`src/scu_regs.svh`:
```
// Register offsets, config word field positions and reset values of the
// clock configuration unit. Assumes a 32-bit AXI4-Lite window, 8-bit address.
`ifndef SCU_REGS_SVH
`define SCU_REGS_SVH
`define SCU_OUTPUT_CLOCK_CONTROL_REG_OFS 8'h00
`define SCU_SYSTEM_CLOCK_CONTROL_REG_OFS 8'h04
`define SCU_LOCAL_BUS_CLOCK_RATIO_REG_OFS 8'h08
`define SCU_STAT_OFS 8'h0C
`define SCU_RESET_CONFIG_WORD_LOW_OFS 8'h10
`define SCU_RESET_CONFIG_WORD_HIGH_OFS 8'h14
`define SCU_OUTPUT_CLOCK_CONTROL_REG_RST 3'h0
`define SCU_SYSTEM_CLOCK_CONTROL_REG_RST 8'h55
`define SCU_SYSTEM_PLL_MULTIPLIER_LSB 0
`define SCU_SYSTEM_PLL_MULTIPLIER_MSB 3
`define SCU_CORE_LSB 4
`define SCU_CORE_MSB 10
`define SCU_ENGINE_PLL_MULTIPLIER_LSB 11
`define SCU_ENGINE_PLL_MULTIPLIER_MSB 15
`define SCU_ENGINE_PLL_DIVISION_BIT 16
`define SCU_LOCAL_BUS_CLOCK_MODE_BIT 17
`define SCU_HOST_BIT 0
`define SCU_SYSTEM_PLL_MULTIPLIER_MIN 4'h2
`define SCU_SYSTEM_PLL_MULTIPLIER_MAX 4'h6
`define SCU_SETTLE 2'h3
`define SCU_RESP_OKAY 2'h0
`define SCU_RESP_SLVERR 2'h2
`endif

```
`src/scu_pkg.sv`:
```
// Types of the clock configuration unit.
// Assumes the register map header for all numeric values.
package scu_pkg;
  typedef enum logic [1:0] {SCU_OFF, SCU_FULL, SCU_HALF, SCU_THIRD} scu_ratio_e;
  typedef enum logic [1:0] {SCU_LB_DIV2, SCU_LB_DIV4, SCU_LB_DIV8, SCU_LB_RSVD} scu_lbdiv_e;
  typedef struct packed {
    logic [1:0] cnt;
    logic tick;
  } scu_unit_s;
  typedef struct packed {
    logic [2:0] strap_s;
    logic [1:0] cfg_wait;
    logic cfg_done;
    logic host;
    logic strap;
    logic [31:0] reset_config_word_low;
    logic [31:0] reset_config_word_high;
    logic [2:0] output_clock_control_reg;
    logic [7:0] system_clock_control_reg;
    scu_lbdiv_e local_bus_clock_ratio_reg;
    logic [2:0] en_act;
    logic [1:0] base;
    logic [2:0] lb_cnt;
    logic sync_out;
    logic [2:0] bus_clk;
    logic memory_bus_clock;
    logic mck_n;
    logic local_bus_clock_out;
    logic system_pll_multiplier_bad;
    logic [3:0] csb_ratio;
    logic [4:0] mem_ratio;
    logic [4:0] lbc_ratio;
    logic [6:0] core_ratio;
    logic [4:0] eng_mult;
    logic [1:0] eng_div;
    logic [3:0] unit_en;
    logic awready;
    logic wready;
    logic bvalid;
    logic [1:0] bresp;
    logic arready;
    logic rvalid;
    logic [1:0] rresp;
    logic [31:0] rdata;
  } scu_state_s;
endpackage

```
`src/scu_unit_if.sv`:
```
// Ratio and tick between the clock unit and one unit clock divider.
// Assumes both ends run on the same clock.
`timescale 1ns/1ps
interface scu_unit_if;
  import scu_pkg::*;
  scu_ratio_e ratio;
  logic tick;
  modport ctrl (output ratio, input tick);
  modport unit (input ratio, output tick);
endinterface

```
`src/scu_top.sv`:
```
// Clock configuration unit: config word capture, bus clock gating, divided
// clock waveforms, clock ratio reporting and an AXI4-Lite register window.
// Assumes clk_i stands for the system clock input; divided clocks are
// flop-driven waveforms of it and ratios are reported as numbers.
//
// Local design decisions: the placing of the registers and the AXI4-Lite slave port.
`timescale 1ns/1ps
`include "scu_regs.svh"
module scu_top import scu_pkg::*; (
  input wire logic clk_i,                            // 125 MHz clock
  input wire logic rst_i,                            // Sync reset, active high
  input wire logic [31:0] reset_config_word_low_i,   // Low config word
  input wire logic [31:0] reset_config_word_high_i,  // High config word
  input wire logic input_halving_strap_i,            // Strap pin
  input wire logic [7:0] s_axi_awaddr_i,             // Write address
  input wire logic s_axi_awvalid_i,                  // Write address valid
  output logic s_axi_awready_o,                      // Write address ready
  input wire logic [31:0] s_axi_wdata_i,             // Write data
  input wire logic [3:0] s_axi_wstrb_i,              // Write strobes
  input wire logic s_axi_wvalid_i,                   // Write data valid
  output logic s_axi_wready_o,                       // Write data ready
  output logic [1:0] s_axi_bresp_o,                  // Write response
  output logic s_axi_bvalid_o,                       // Write response valid
  input wire logic s_axi_bready_i,                   // Write response ready
  input wire logic [7:0] s_axi_araddr_i,             // Read address
  input wire logic s_axi_arvalid_i,                  // Read address valid
  output logic s_axi_arready_o,                      // Read address ready
  output logic [31:0] s_axi_rdata_o,                 // Read data
  output logic [1:0] s_axi_rresp_o,                  // Read response
  output logic s_axi_rvalid_o,                       // Read data valid
  input wire logic s_axi_rready_i,                   // Read data ready
  output logic sync_clock_out_o,                     // Sync clock output
  output logic [2:0] bus_clock_out_o,                // Gated bus clocks
  output logic memory_bus_clock_o,                   // Memory clock
  output logic memory_bus_clock_n_o,                 // Memory clock, inverted
  output logic local_bus_clock_out_o,                // Local bus clock
  output logic [3:0] system_bus_ratio_o,             // Bus clock : sync in
  output logic [6:0] core_ratio_field_o,             // Core multiplier code
  output logic [4:0] memory_ctrl_ratio_o,            // Mem ctrl : sync in
  output logic [4:0] local_bus_ctrl_ratio_o,         // Local ctrl : sync in
  output logic [4:0] engine_pll_multiplier_o,        // Engine multiplier
  output logic [1:0] engine_pll_divisor_o,           // One plus division field
  output logic system_pll_reserved_o,                // Multiplier code reserved
  output logic host_mode_o,                          // Host mode active
  output logic config_done_o,                        // Config words caught
  output logic [3:0] unit_clock_enable_o             // Peripheral clock ticks
);
  scu_state_s q;
  scu_state_s d;
  logic [3:0] unit_tick;
  logic [3:0] system_pll_multiplier;
  logic [7:0] wa;
  logic [7:0] ra;
  logic [31:0] status;

  assign system_pll_multiplier = q.reset_config_word_low[`SCU_SYSTEM_PLL_MULTIPLIER_MSB:`SCU_SYSTEM_PLL_MULTIPLIER_LSB];
  assign wa = {s_axi_awaddr_i[7:2], 2'h0};
  assign ra = {s_axi_araddr_i[7:2], 2'h0};
  assign status = {9'h0, q.lbc_ratio, q.eng_div, q.eng_mult, q.csb_ratio, q.en_act,
                   q.system_pll_multiplier_bad, q.strap, q.host, q.cfg_done};

  ////////////////////////////////////////////////////////////////////////////
  // Peripheral unit dividers
  for (genvar i = 0; i < 4; i++) begin : g_unit
    scu_unit_if u_if ();
    assign u_if.ratio = scu_ratio_e'(q.system_clock_control_reg[2*i+:2]);
    assign unit_tick[i] = u_if.tick;
    scu_unit_div u_div (
      .clk_i (clk_i),
      .rst_i (rst_i),
      .port (u_if.unit)
    );
  end

  ////////////////////////////////////////////////////////////////////////////
  always_comb begin
    d = q;
    d.strap_s = {q.strap_s[1:0], input_halving_strap_i};
    if (q.cfg_wait != `SCU_SETTLE) begin
      d.cfg_wait = q.cfg_wait + 2'h1;
    end
    // config words caught once the strap has settled
    if (!q.cfg_done && (q.cfg_wait == `SCU_SETTLE) && (q.strap_s[2] == q.strap_s[1])) begin
      d.cfg_done = 1'b1;
      d.strap = q.strap_s[2];
      d.reset_config_word_low = reset_config_word_low_i;
      d.reset_config_word_high = reset_config_word_high_i;
    end
    // host select bit picks the primary clock
    d.host = q.cfg_done & q.reset_config_word_high[`SCU_HOST_BIT];

    d.base = q.base + 2'h1;
    // one divider feeds both the sync and bus clock muxes
    // strap set passes the clock, clear halves it
    // agent mode keeps the sync and bus clock outputs quiet
    d.sync_out = q.host & (q.strap ? d.base[0] : d.base[1]);
    // enables move only in the low phase, so no runt pulse
    if (!d.sync_out) begin
      d.en_act = q.host ? q.output_clock_control_reg : 3'h0;
    end
    // one phase source for all bus clocks
    d.bus_clk = d.en_act & {3{d.sync_out}};

    d.memory_bus_clock = ~q.memory_bus_clock;
    d.mck_n = q.memory_bus_clock;

    d.lb_cnt = q.lb_cnt + 3'h1;
    unique case (q.local_bus_clock_ratio_reg)
      SCU_LB_DIV2: d.local_bus_clock_out = d.lb_cnt[0];
      SCU_LB_DIV4: d.local_bus_clock_out = d.lb_cnt[1];
      SCU_LB_DIV8, SCU_LB_RSVD: d.local_bus_clock_out = d.lb_cnt[2];
    endcase

    // only codes 2..6 give a factor
    d.system_pll_multiplier_bad = (system_pll_multiplier < `SCU_SYSTEM_PLL_MULTIPLIER_MIN) || (system_pll_multiplier > `SCU_SYSTEM_PLL_MULTIPLIER_MAX);
    // factor doubles unless the strap is set
    // reported ratios for each internal domain
    d.csb_ratio = d.system_pll_multiplier_bad ? 4'h0 : (q.strap ? system_pll_multiplier : {system_pll_multiplier[2:0], 1'b0});
    // memory controller at twice the bus clock
    d.mem_ratio = {d.csb_ratio, 1'b0};
    // local bus controller at one or two times
    d.lbc_ratio = q.reset_config_word_low[`SCU_LOCAL_BUS_CLOCK_MODE_BIT] ? {d.csb_ratio, 1'b0} : {1'b0, d.csb_ratio};
    // core multiplier handed to the core
    d.core_ratio = q.reset_config_word_low[`SCU_CORE_MSB:`SCU_CORE_LSB];
    d.eng_mult = q.reset_config_word_low[`SCU_ENGINE_PLL_MULTIPLIER_MSB:`SCU_ENGINE_PLL_MULTIPLIER_LSB];
    d.eng_div = {1'b0, q.reset_config_word_low[`SCU_ENGINE_PLL_DIVISION_BIT]} + 2'h1;
    // unit ticks registered to the pins
    d.unit_en = unit_tick;

    // Write channel: address and data are taken together
    d.awready = 1'b0;
    d.wready = 1'b0;
    if (q.bvalid && s_axi_bready_i) begin
      d.bvalid = 1'b0;
    end
    if (s_axi_awvalid_i && s_axi_wvalid_i && !q.bvalid && !q.awready) begin
      d.awready = 1'b1;
      d.wready = 1'b1;
      d.bvalid = 1'b1;
      d.bresp = `SCU_RESP_OKAY;
      case (wa)
        `SCU_OUTPUT_CLOCK_CONTROL_REG_OFS: d.output_clock_control_reg = s_axi_wstrb_i[0] ? s_axi_wdata_i[2:0] : q.output_clock_control_reg;
        // software writes the unit ratio before using the unit
        `SCU_SYSTEM_CLOCK_CONTROL_REG_OFS: d.system_clock_control_reg = s_axi_wstrb_i[0] ? s_axi_wdata_i[7:0] : q.system_clock_control_reg;
        `SCU_LOCAL_BUS_CLOCK_RATIO_REG_OFS: d.local_bus_clock_ratio_reg = s_axi_wstrb_i[0] ? scu_lbdiv_e'(s_axi_wdata_i[1:0]) : q.local_bus_clock_ratio_reg;
        // Config words and status are read-only; writes are dropped
        `SCU_STAT_OFS, `SCU_RESET_CONFIG_WORD_LOW_OFS, `SCU_RESET_CONFIG_WORD_HIGH_OFS: d.bresp = `SCU_RESP_OKAY;
        default: d.bresp = `SCU_RESP_SLVERR;
      endcase
    end

    // Read channel
    d.arready = 1'b0;
    if (q.rvalid && s_axi_rready_i) begin
      d.rvalid = 1'b0;
    end
    if (s_axi_arvalid_i && !q.rvalid && !q.arready) begin
      d.arready = 1'b1;
      d.rvalid = 1'b1;
      d.rresp = `SCU_RESP_OKAY;
      case (ra)
        `SCU_OUTPUT_CLOCK_CONTROL_REG_OFS: d.rdata = {29'h0, q.output_clock_control_reg};
        `SCU_SYSTEM_CLOCK_CONTROL_REG_OFS: d.rdata = {24'h0, q.system_clock_control_reg};
        `SCU_LOCAL_BUS_CLOCK_RATIO_REG_OFS: d.rdata = {30'h0, q.local_bus_clock_ratio_reg};
        `SCU_STAT_OFS: d.rdata = status;
        `SCU_RESET_CONFIG_WORD_LOW_OFS: d.rdata = q.reset_config_word_low;
        `SCU_RESET_CONFIG_WORD_HIGH_OFS: d.rdata = q.reset_config_word_high;
        default: begin
          d.rdata = 32'h0;
          d.rresp = `SCU_RESP_SLVERR;
        end
      endcase
    end
  end

  ////////////////////////////////////////////////////////////////////////////
  always_ff @(posedge clk_i) begin
    if (rst_i) begin
      q <= '0;
      q.output_clock_control_reg <= `SCU_OUTPUT_CLOCK_CONTROL_REG_RST;
      q.system_clock_control_reg <= `SCU_SYSTEM_CLOCK_CONTROL_REG_RST;
      q.local_bus_clock_ratio_reg <= SCU_LB_DIV2;
      q.mck_n <= 1'b1;
    end else begin
      q <= d;
    end
  end

  assign s_axi_awready_o = q.awready;
  assign s_axi_wready_o = q.wready;
  assign s_axi_bresp_o = q.bresp;
  assign s_axi_bvalid_o = q.bvalid;
  assign s_axi_arready_o = q.arready;
  assign s_axi_rdata_o = q.rdata;
  assign s_axi_rresp_o = q.rresp;
  assign s_axi_rvalid_o = q.rvalid;
  assign sync_clock_out_o = q.sync_out;
  assign bus_clock_out_o = q.bus_clk;
  assign memory_bus_clock_o = q.memory_bus_clock;
  assign memory_bus_clock_n_o = q.mck_n;
  assign local_bus_clock_out_o = q.local_bus_clock_out;
  assign system_bus_ratio_o = q.csb_ratio;
  assign core_ratio_field_o = q.core_ratio;
  assign memory_ctrl_ratio_o = q.mem_ratio;
  assign local_bus_ctrl_ratio_o = q.lbc_ratio;
  assign engine_pll_multiplier_o = q.eng_mult;
  assign engine_pll_divisor_o = q.eng_div;
  assign system_pll_reserved_o = q.system_pll_multiplier_bad;
  assign host_mode_o = q.host;
  assign config_done_o = q.cfg_done;
  assign unit_clock_enable_o = q.unit_en;

  ////////////////////////////////////////////////////////////////////////////
  property p_reset_low;
    @(posedge clk_i) disable iff (rst_i)
    $fell(rst_i) |-> (bus_clock_out_o == 3'h0) [*3];
  endproperty
  a_reset_low: assert property (p_reset_low) else $error("bus clock active after reset");

  property p_off_low;
    @(posedge clk_i) disable iff (rst_i)
    (!q.output_clock_control_reg[0]) [*4] |-> !bus_clock_out_o[0];
  endproperty
  a_off_low: assert property (p_off_low) else $error("disabled bus clock toggles");

  property p_aligned;
    @(posedge clk_i) disable iff (rst_i)
    bus_clock_out_o[0] && q.en_act[2] |-> bus_clock_out_o[2] && sync_clock_out_o;
  endproperty
  a_aligned: assert property (p_aligned) else $error("bus clocks out of phase");

  property p_no_runt;
    @(posedge clk_i) disable iff (rst_i)
    $changed(bus_clock_out_o) |-> $changed(sync_clock_out_o);
  endproperty
  a_no_runt: assert property (p_no_runt) else $error("bus clock edge off the phase");

  property p_agent_quiet;
    @(posedge clk_i) disable iff (rst_i)
    q.cfg_done && !q.reset_config_word_high[`SCU_HOST_BIT] |=> !sync_clock_out_o && (bus_clock_out_o == 3'h0);
  endproperty
  a_agent_quiet: assert property (p_agent_quiet) else $error("clock output in agent mode");

  property p_sync_full;
    @(posedge clk_i) disable iff (rst_i)
    q.host && q.strap && sync_clock_out_o |=> !sync_clock_out_o;
  endproperty
  a_sync_full: assert property (p_sync_full) else $error("sync output not undivided");

  property p_sync_half;
    @(posedge clk_i) disable iff (rst_i)
    q.host && $past(q.host) && !q.strap && $rose(sync_clock_out_o)
      |=> sync_clock_out_o ##1 !sync_clock_out_o;
  endproperty
  a_sync_half: assert property (p_sync_half) else $error("sync output not halved");

  property p_csb_ratio;
    @(posedge clk_i) disable iff (rst_i)
    q.cfg_done && !q.strap && (system_pll_multiplier == 4'h6) |=> system_bus_ratio_o == 4'hC;
  endproperty
  a_csb_ratio: assert property (p_csb_ratio) else $error("bus clock ratio wrong");

  property p_system_pll_multiplier_rsvd;
    @(posedge clk_i) disable iff (rst_i)
    q.cfg_done && (system_pll_multiplier == 4'h7) |=> system_pll_reserved_o && (system_bus_ratio_o == 4'h0);
  endproperty
  a_system_pll_multiplier_rsvd: assert property (p_system_pll_multiplier_rsvd) else $error("reserved code not flagged");

  property p_mck_pair;
    @(posedge clk_i) disable iff (rst_i)
    memory_bus_clock_o |-> !memory_bus_clock_n_o ##1 !memory_bus_clock_o && memory_bus_clock_n_o;
  endproperty
  a_mck_pair: assert property (p_mck_pair) else $error("memory clock pair broken");

  property p_local_bus_clock_out_div4;
    @(posedge clk_i) disable iff (rst_i)
    (q.local_bus_clock_ratio_reg == SCU_LB_DIV4) [*3] ##0 $rose(local_bus_clock_out_o) |=> local_bus_clock_out_o;
  endproperty
  a_local_bus_clock_out_div4: assert property (p_local_bus_clock_out_div4) else $error("local bus clock high too short");

  property p_lbc_double;
    @(posedge clk_i) disable iff (rst_i)
    q.reset_config_word_low[`SCU_LOCAL_BUS_CLOCK_MODE_BIT] |-> local_bus_ctrl_ratio_o == {system_bus_ratio_o, 1'b0};
  endproperty
  a_lbc_double: assert property (p_lbc_double) else $error("local ctrl ratio not doubled");

  property p_unit_default;
    @(posedge clk_i) disable iff (rst_i)
    $fell(rst_i) |-> ##2 unit_clock_enable_o == 4'hF;
  endproperty
  a_unit_default: assert property (p_unit_default) else $error("units not at full rate");

  property p_host_sel;
    @(posedge clk_i) disable iff (rst_i)
    q.cfg_done && q.reset_config_word_high[`SCU_HOST_BIT] |=> host_mode_o;
  endproperty
  a_host_sel: assert property (p_host_sel) else $error("host select ignored");

  property p_bvalid_drop;
    @(posedge clk_i) disable iff (rst_i)
    s_axi_bvalid_o && s_axi_bready_i |=> !s_axi_bvalid_o;
  endproperty
  a_bvalid_drop: assert property (p_bvalid_drop) else $error("write response repeated");

  property p_rvalid_drop;
    @(posedge clk_i) disable iff (rst_i)
    s_axi_rvalid_o && s_axi_rready_i |=> !s_axi_rvalid_o;
  endproperty
  a_rvalid_drop: assert property (p_rvalid_drop) else $error("read response repeated");

  property p_aw_pulse;
    @(posedge clk_i) disable iff (rst_i)
    s_axi_awready_o |-> s_axi_wready_o && s_axi_bvalid_o ##1 !s_axi_awready_o;
  endproperty
  a_aw_pulse: assert property (p_aw_pulse) else $error("write ready not a pulse");

  c_bus_run: cover property (@(posedge clk_i) disable iff (rst_i) $rose(bus_clock_out_o[2]));
  c_local_bus_clock_out_div8: cover property (@(posedge clk_i) disable iff (rst_i)
    (q.local_bus_clock_ratio_reg == SCU_LB_DIV8) && $rose(local_bus_clock_out_o));
  c_unit_off: cover property (@(posedge clk_i) disable iff (rst_i)
    $fell(unit_clock_enable_o[3]));
endmodule // scu_top

```
`src/scu_unit_div.sv`:
```
// One peripheral unit clock divider: off, full, half or third rate ticks.
// Assumes the ratio comes from a register on the same clock.
`timescale 1ns/1ps
module scu_unit_div import scu_pkg::*; (
  input wire logic clk_i, // Clock
  input wire logic rst_i, // Sync reset, active high
  scu_unit_if.unit port   // Ratio in, tick out
);
  scu_unit_s q;
  scu_unit_s d;

  always_comb begin
    d = q;
    d.tick = 1'b0;
    d.cnt = 2'h0;
    unique case (port.ratio)
      SCU_OFF: d.tick = 1'b0;
      SCU_FULL: d.tick = 1'b1;
      SCU_HALF: begin
        d.tick = (q.cnt == 2'h0);
        d.cnt = (q.cnt == 2'h0) ? 2'h1 : 2'h0;
      end
      SCU_THIRD: begin
        d.tick = (q.cnt == 2'h0);
        // Out-of-range count after a ratio change wraps at once
        d.cnt = (q.cnt >= 2'h2) ? 2'h0 : q.cnt + 2'h1;
      end
    endcase
  end

  always_ff @(posedge clk_i) begin
    if (rst_i) begin
      q <= '0;
    end else begin
      q <= d;
    end
  end

  assign port.tick = q.tick;

  ////////////////////////////////////////////////////////////////////////////
  property p_unit_off;
    @(posedge clk_i) disable iff (rst_i)
    (port.ratio == SCU_OFF) [*2] |-> !port.tick;
  endproperty
  a_unit_off: assert property (p_unit_off) else $error("unit tick while off");

  property p_unit_third;
    @(posedge clk_i) disable iff (rst_i)
    (port.ratio == SCU_THIRD) [*3] ##0 port.tick |=> !port.tick;
  endproperty
  a_unit_third: assert property (p_unit_third) else $error("third rate ticks back to back");
endmodule // scu_unit_div

```
`config.mk`:
```
export PLATFORM = sky130hd
export DESIGN_NAME = scu_top
export DESIGN_NICKNAME = d
export VERILOG_FILES = /design/src/scu_pkg.sv /design/src/scu_unit_if.sv /design/src/scu_top.sv /design/src/scu_unit_div.sv
export VERILOG_INCLUDE_DIRS = /design/src /design/src/src
export SDC_FILE = /design/constraint.sdc
export NUM_CORES = 1
export LEC_CHECK = 0
export BUFFER_PORTS_ARGS = -buffer_cell sky130_fd_sc_hd__clkbuf_2
export CAP_MARGIN = 15
export CELL_PAD_IN_SITES_DETAIL_PLACEMENT = 1
export CELL_PAD_IN_SITES_GLOBAL_PLACEMENT = 2
export CORE_MARGIN = 8
export CORE_UTILIZATION = 30
export DETAILED_ROUTE_END_ITERATION = 8
export PLACE_DENSITY = 0.82
export SLEW_MARGIN = 25
export SYNTH_ARGS = -nofsm -noshare
export SYNTH_HDL_FRONTEND = slang
export SYNTH_SLANG_ARGS = --single-unit
export TNS_END_PERCENT = 1
```
`constraint.sdc`:
```
create_clock -name clk_i -period 2 [get_ports clk_i]
set_input_delay 0.2 -clock clk_i [delete_from_list [all_inputs] [get_ports clk_i]]
set_output_delay 0.2 -clock clk_i [all_outputs]
set_load 0.01 [all_outputs]
```
# == Yosys cells after proc, flatten, opt, wreduce, memory -nomap -nowiden ==
# Index checks and enable logic that the tools add are counted.
# word_totals
in_bits,124
out_inout_bits,83
ff_bits,182
word_cells,161
# op_classes
n_bitwise,5
n_reduce_logical,40
add_sub_neg,8
order_cmp,6
eq_ne,28
mux,30
# op_table
cell,count
case mux 32 bit (6 select lines),1
2-to-1 mux 36 bit,1
"equality test 6 x 2 -> 1 bit, second input constant",4
"equality test 6 x 3 -> 1 bit, second input constant",4
"equality test 2 bit, second input constant",11
zero test 2 bit,9
zero test 8 bit,2
case mux 2 bit (2 select lines),4
case mux 1 bit (3 select lines),5
OR reduction 2 bit,7
"adder 2 x 1 -> 2 bit, second input constant",6
"equality test 6 x 1 -> 1 bit, second input constant",2
2-to-1 mux 2 bit,6
OR reduction 6 bit,2
"equality test 2 x 1 -> 1 bit, second input constant",5
2-to-1 mux 5 bit,2
logical AND 1 bit,9
AND reduction 3 bit,3
">= comparator 2 bit, second input constant",4
2-to-1 mux 4 bit,2
2-to-1 mux 1 bit,7
2-to-1 mux 3 bit,2
zero test 1 bit,5
"> comparator 4 x 3 -> 1 bit, second input constant",1
other kinds (10),13

# == Longest topological paths before layout ==
# depth
ltp_word,5
ltp_mapped,6
mapped_depth_nobuf,4

# == Cells and area by module ==
# From an unflattened synthesis, not the netlist that was laid out.
# unflattened
hier_cells,803
hier_area_um2,7234.4
# by_module_without_submodules
mod,instances,seq_area_each_um2,area_per_inst_um2,cells_each
scu_top,1,3323.2,6794.0,771
scu_unit_div,4,60.1,110.1,8

# == Least setup slack after synthesis ==
# OpenSTA, ideal clock, no wires.
# synth_path
kind,flip-flop to flip-flop
start,register q (netlist bit s_axi_awready_o)
end,register q (netlist bit g_unit[0].u_if.ratio[0])
t_arrival_ns,1.328
path_buffers,1
path_stages_with_launch,5
slack_ns,0.552
setup_time_ns,0.120
path_cell_list,dfxtp_1 -> and4bb_1 -> nand4_1 -> buf_2 -> a211o_1
# synth_via
elab_chain_cells,3
# synth_rtl
item,line,source
from (decl),scu_top.sv:48,scu_state_s q;
zero test 1 bit,scu_top.sv:136,if (s_axi_awvalid_i && s_axi_wvalid_i && !q.bvalid && !q.awready) begin
logical AND 1 bit,scu_top.sv:136,
AND reduction 3 bit (no line),-,
# Every way passes these cells.
# A chain may end at the register's enable or synchronous reset.

# == Final worst setup path ==
# layout_path
start,register q[166] (netlist bit)
end,register q (netlist bit bus_clock_out_o[0])
# layout_via
elab_chain_cells,4
# layout_rtl
item,line,source
2-to-1 mux 1 bit *,scu_top.sv:96,d.sync_out = q.host & (q.strap ? d.base[0] : d.base[1]);
AND 1 bit *,scu_top.sv:96,
2-to-1 mux 3 bit,scu_top.sv:98,if (!d.sync_out) begin
AND 3 bit *,scu_top.sv:102,d.bus_clk = d.en_act & {3{d.sync_out}};
# Every way passes the cells marked *; elsewhere a longest branch is shown, timed or not.

==> key figures <==
Floorplan
  • I/O pins: 207
  • Row cnt: 57
  • Die X-Extent: 171 µm
  • Die height: 171 µm
  • Area of the die: 29300 µm²
  • Core area: 24000 µm²
  • Starting Density: 0.302

Worst setup path
  • Worst setup EP type: flip-flop
  • Cell breakdown of the critical path: nor2_1 > xnor2_1 > nor2b_1 > and2_1
  • Reg-to-reg startpoint: q[166]
  • R2R Path End: bus_clock_out_o[0]
  • Slowest stage cell on the critical path: dfxtp_1
  • Path depth of the worst reg2reg path: 4
  • Crit path max-delay family: flip-flops
  • Buf/Inv on CP: 0
  • Crit start category: flip-flop
  • CP Class: reg -> reg
  • Reg-to-reg setup timing slack: 330 ps
  • Critical Path AT: 2040 ps
  • Worst EP required: 2370 ps
  • Largest stage delay, worst path: 570 ps
  • Critical Path Fanout Max: 10

Layout
  • Non-filler cells, final: 1283
  • Final Util: 0.376
  • Most frequent cells in the layout: dfxtp_1 (178), clkbuf_2 (171), nand2_1 (161)
  • Layout cells sized above 1: 0.245
  • Layout area overhead: 24.6%
  • FILL cells: 2868
  • N_diodes: 0
  • # nets final: 1072
  • Most common cell after layout, fill and taps aside: dfxtp_1

Timing
  • Setup Viol. Count Final: 0
  • Slew Limit Fails: 0
  • Clock Skew: 12.0 ps
  • FMAX: 600 MHz
  • Final TNS setup: 0 ps
  • Setup WS post-layout: 332 ps
  • Final min period: 1670 ps
  • Crit share post-route: 0.834
  • Max-slew headroom: 0.588
  • Worst Tran Pin Value: 603 ps
  • RSZ-0062 raised after global routing: false
  • Final hold violation count: 0

Global routing
  • Gr usage total: 0.144
  • Initial antenna violation count: 0
  • Vias in the first global route: 6026
  • Largest net degree at the start of global routing: 50
  • Grt total ovfl: 0
  • First-pass GRT wire length: 32.9 mm

Yosys
  • Synth Area in XOR/XNOR: 0.00848
  • Adder-cell area share of the yosys netlist: 0.00346
  • Cells after Synth: 802
  • Simple-gate share of the synthesized area: 0.181
  • Synthesized area per cell: 9.01 µm²
  • Register area share after synthesis: 0.493
  • Mux cell area share after synthesis: 0.0741
  • Synth Flop Type: dfxtp_1
  • Main combinational cell family by area after synthesis: simple AND/OR/NAND/NOR gates
  • Yosys cell types: 52
  • Async SR Flop Fraction: 0
  • Number of flops mapped to enable cells by yosys: 0
  • YS warnings: 0
  • Complex-gate fraction of the synthesized area: 0.125
  • FF+latch count, synth: 178
  • Synth Cell Area: 7230 µm²

Run status
  • Outcome: completed

Clocking
  • CTS root buffer: clkbuf_16
  • Clock sinks: 178
  • Clk_lat worst skew: 430 ps
  • CTS tree: yes
  • Reg clk slew, reported paths: 80 ps
  • Post-CTS Resized: 0
  • CTS Buf Count: 17
  • Post CTS Setup Buffer Count: 0
  • H-tree Lvls: 4
  • Clock tree buffer depth: 2

Pwr
  • Switching Fraction: 0.268
  • Sequential share of power: 0.471
  • Pwr Density: 886 nW/µm²
  • Pleak: 3.72 nW
  • Sw Pwr: 2.14 mW
  • Logic gate share of total power: 0.097
  • Clock power frac: 0.432
  • Internal Power: 5.84 mW
  • Worst ir drop on vdd: 0.450 mV

Detailed routing
  • Drt total wl: 20.9 mm
  • First DRT Iteration DRCs: 201
  • First-pass DRT Iterations: 6
  • Drt via density: 4.47
  • Via count: 5741
  • Drt wl/cell: 16.3 µm
  • Antenna viol nets, final: 0
  • DR DRC count: 0

Worst hold path
  • Hold WC Path Type: in -> reg
  • Worst hold stages: 3
  • Worst Hold Path EP: d[48]
  • HP Start: reset_config_word_low_i[12]

Place
  • GP Congestion: 0.732
  • Dpl cells: 1200
  • Port-buffer cells: 172
  • DP HPWL: 14.9 mm
  • DP Worst Slack: 292 ps

Job
  • Max cap viols: 0
worst register-to-register path: stages (launching register included):
cell	delay, ps
dfxtp_1	570
nor2_1	120
xnor2_1	480
nor2b_1	290
and2_1	170
sequential cells by signal (all words and copies together), names as in the netlist, 2 cells and up, named ones only:
register	count
q	66
s_axi_rdata_o	32
d	14
g_unit.u_div.q	8
g_unit.u_if.ratio	8
core_ratio_field_o	7
engine_pll_multiplier_o	5
local_bus_ctrl_ratio_o	5
g_unit.u_div.port.tick	4
memory_ctrl_ratio_o	4
unit_clock_enable_o	4
bus_clock_out_o	3
engine_pll_divisor_o	2
kinds of logic after synthesis:
kind of cell,Yosys count
buffers and inverters,129
multiplexers,51
AND/OR/NAND/NOR,287
other,1
flip-flops,178
adder cells (fa/ha/maj),2
XOR/XNOR,7
AO/OA/AOI/OAI,147
cells in the mapped netlist (3+ instances only):
cell type	count	area share
nand2b_1	13	0.011
nor2b_1	30	0.026
a22o_1	5	0.0061
nand3_1	4	0.0028
xnor2_1	5	0.0061
o22ai_1	7	0.0061
nand4_1	3	0.0026
dfxtp_1	178	0.49
buf_4	77	0.080
clkbuf_1	24	0.012
o21ai_0	15	0.010
a2bb2oi_1	16	0.019
nor2_1	46	0.024
buf_2	10	0.0069
and3b_1	3	0.0036
a21oi_1	68	0.047
mux2i_1	49	0.068
nand2_1	161	0.084
a22oi_1	8	0.0083
a211o_1	4	0.0048
buf_1	3	0.0016
inv_1	10	0.0052
buf_6	3	0.0047
o21ai_1	9	0.0062
nor3_1	11	0.0076
a211oi_1	3	0.0031
o21bai_1	3	0.0031
and2_1	4	0.0035
area by class of cell:
cell class | instances | area, µm² | area share
Multi-Input combinational cell | 497 | 2850 | 0.316
Tap cell | 324 | 405 | 0.0450
Timing Repair Buffer | 242 | 1540 | 0.171
Inverter | 10 | 37.5 | 0.00417
Clock buffer | 17 | 425 | 0.0472
Clock inverter | 15 | 185 | 0.0206
Sequential cell | 178 | 3560 | 0.396
per-stage QoR:
stage	hold WS [ps]	area, µm²	power (mW)
after global routing	2.96	9010	8.34
after global placement	414	7890	4.54
after detailed placement	425	7890	4.56
after floorplan	328	7240	4.29
after CTS	1.54	9010	8.12
final	6.60	9010	7.98
power by group through the flow:
stage / Sequential, mW / Combinational (mW) / Clock (mW)
floorplan: 3.82 / 0.470 / 0
CTS: 3.76 / 0.794 / 3.57
global route: 3.78 / 0.864 / 3.70
detailed placement: 3.84 / 0.711 / 0
global placement: 3.84 / 0.696 / 0
finish: 3.76 / 0.774 / 3.45
worst max-delay path by stage:
| stage | from | to | slack [ps] | cells after the start |
|---|---|---|---|---|
| 3_5_place_dp | s_axi_araddr_i[5] | s_axi_rdata_o[8] | 290 | 6 |
| 5_1_grt | q[166] | bus_clock_out_o[0] | 200 | 4 |
| 4_1_cts | s_axi_rvalid_o | s_axi_rdata_o[26] | 320 | 4 |
| 3_3_place_gp | s_axi_araddr_i[5] | s_axi_rdata_o[11] | 320 | 6 |
| 2_1_floorplan | s_axi_awready_o | g_unit[0].u_if.ratio[0] | 550 | 4 |
| 6_report | q[166] | bus_clock_out_o[0] | 330 | 4 |
metal layers:
metal  vias to the layer above  track usage  part of all wire
li1                       2893            -                 -
met5                         -            0                 0
met3                        12       0.0376             0.054
met2                       105        0.256              0.50
met4                         0       0.0386            0.0092
met1                      2731        0.169              0.44
timing repair:
item | in CTS | in global routing
hold endpoints to repair | 51 | 0
hold buffers | 51 | 0
endpoints found under the setup margin | 0 | 0
Note: power is estimated with default switching activity, not from simulation.
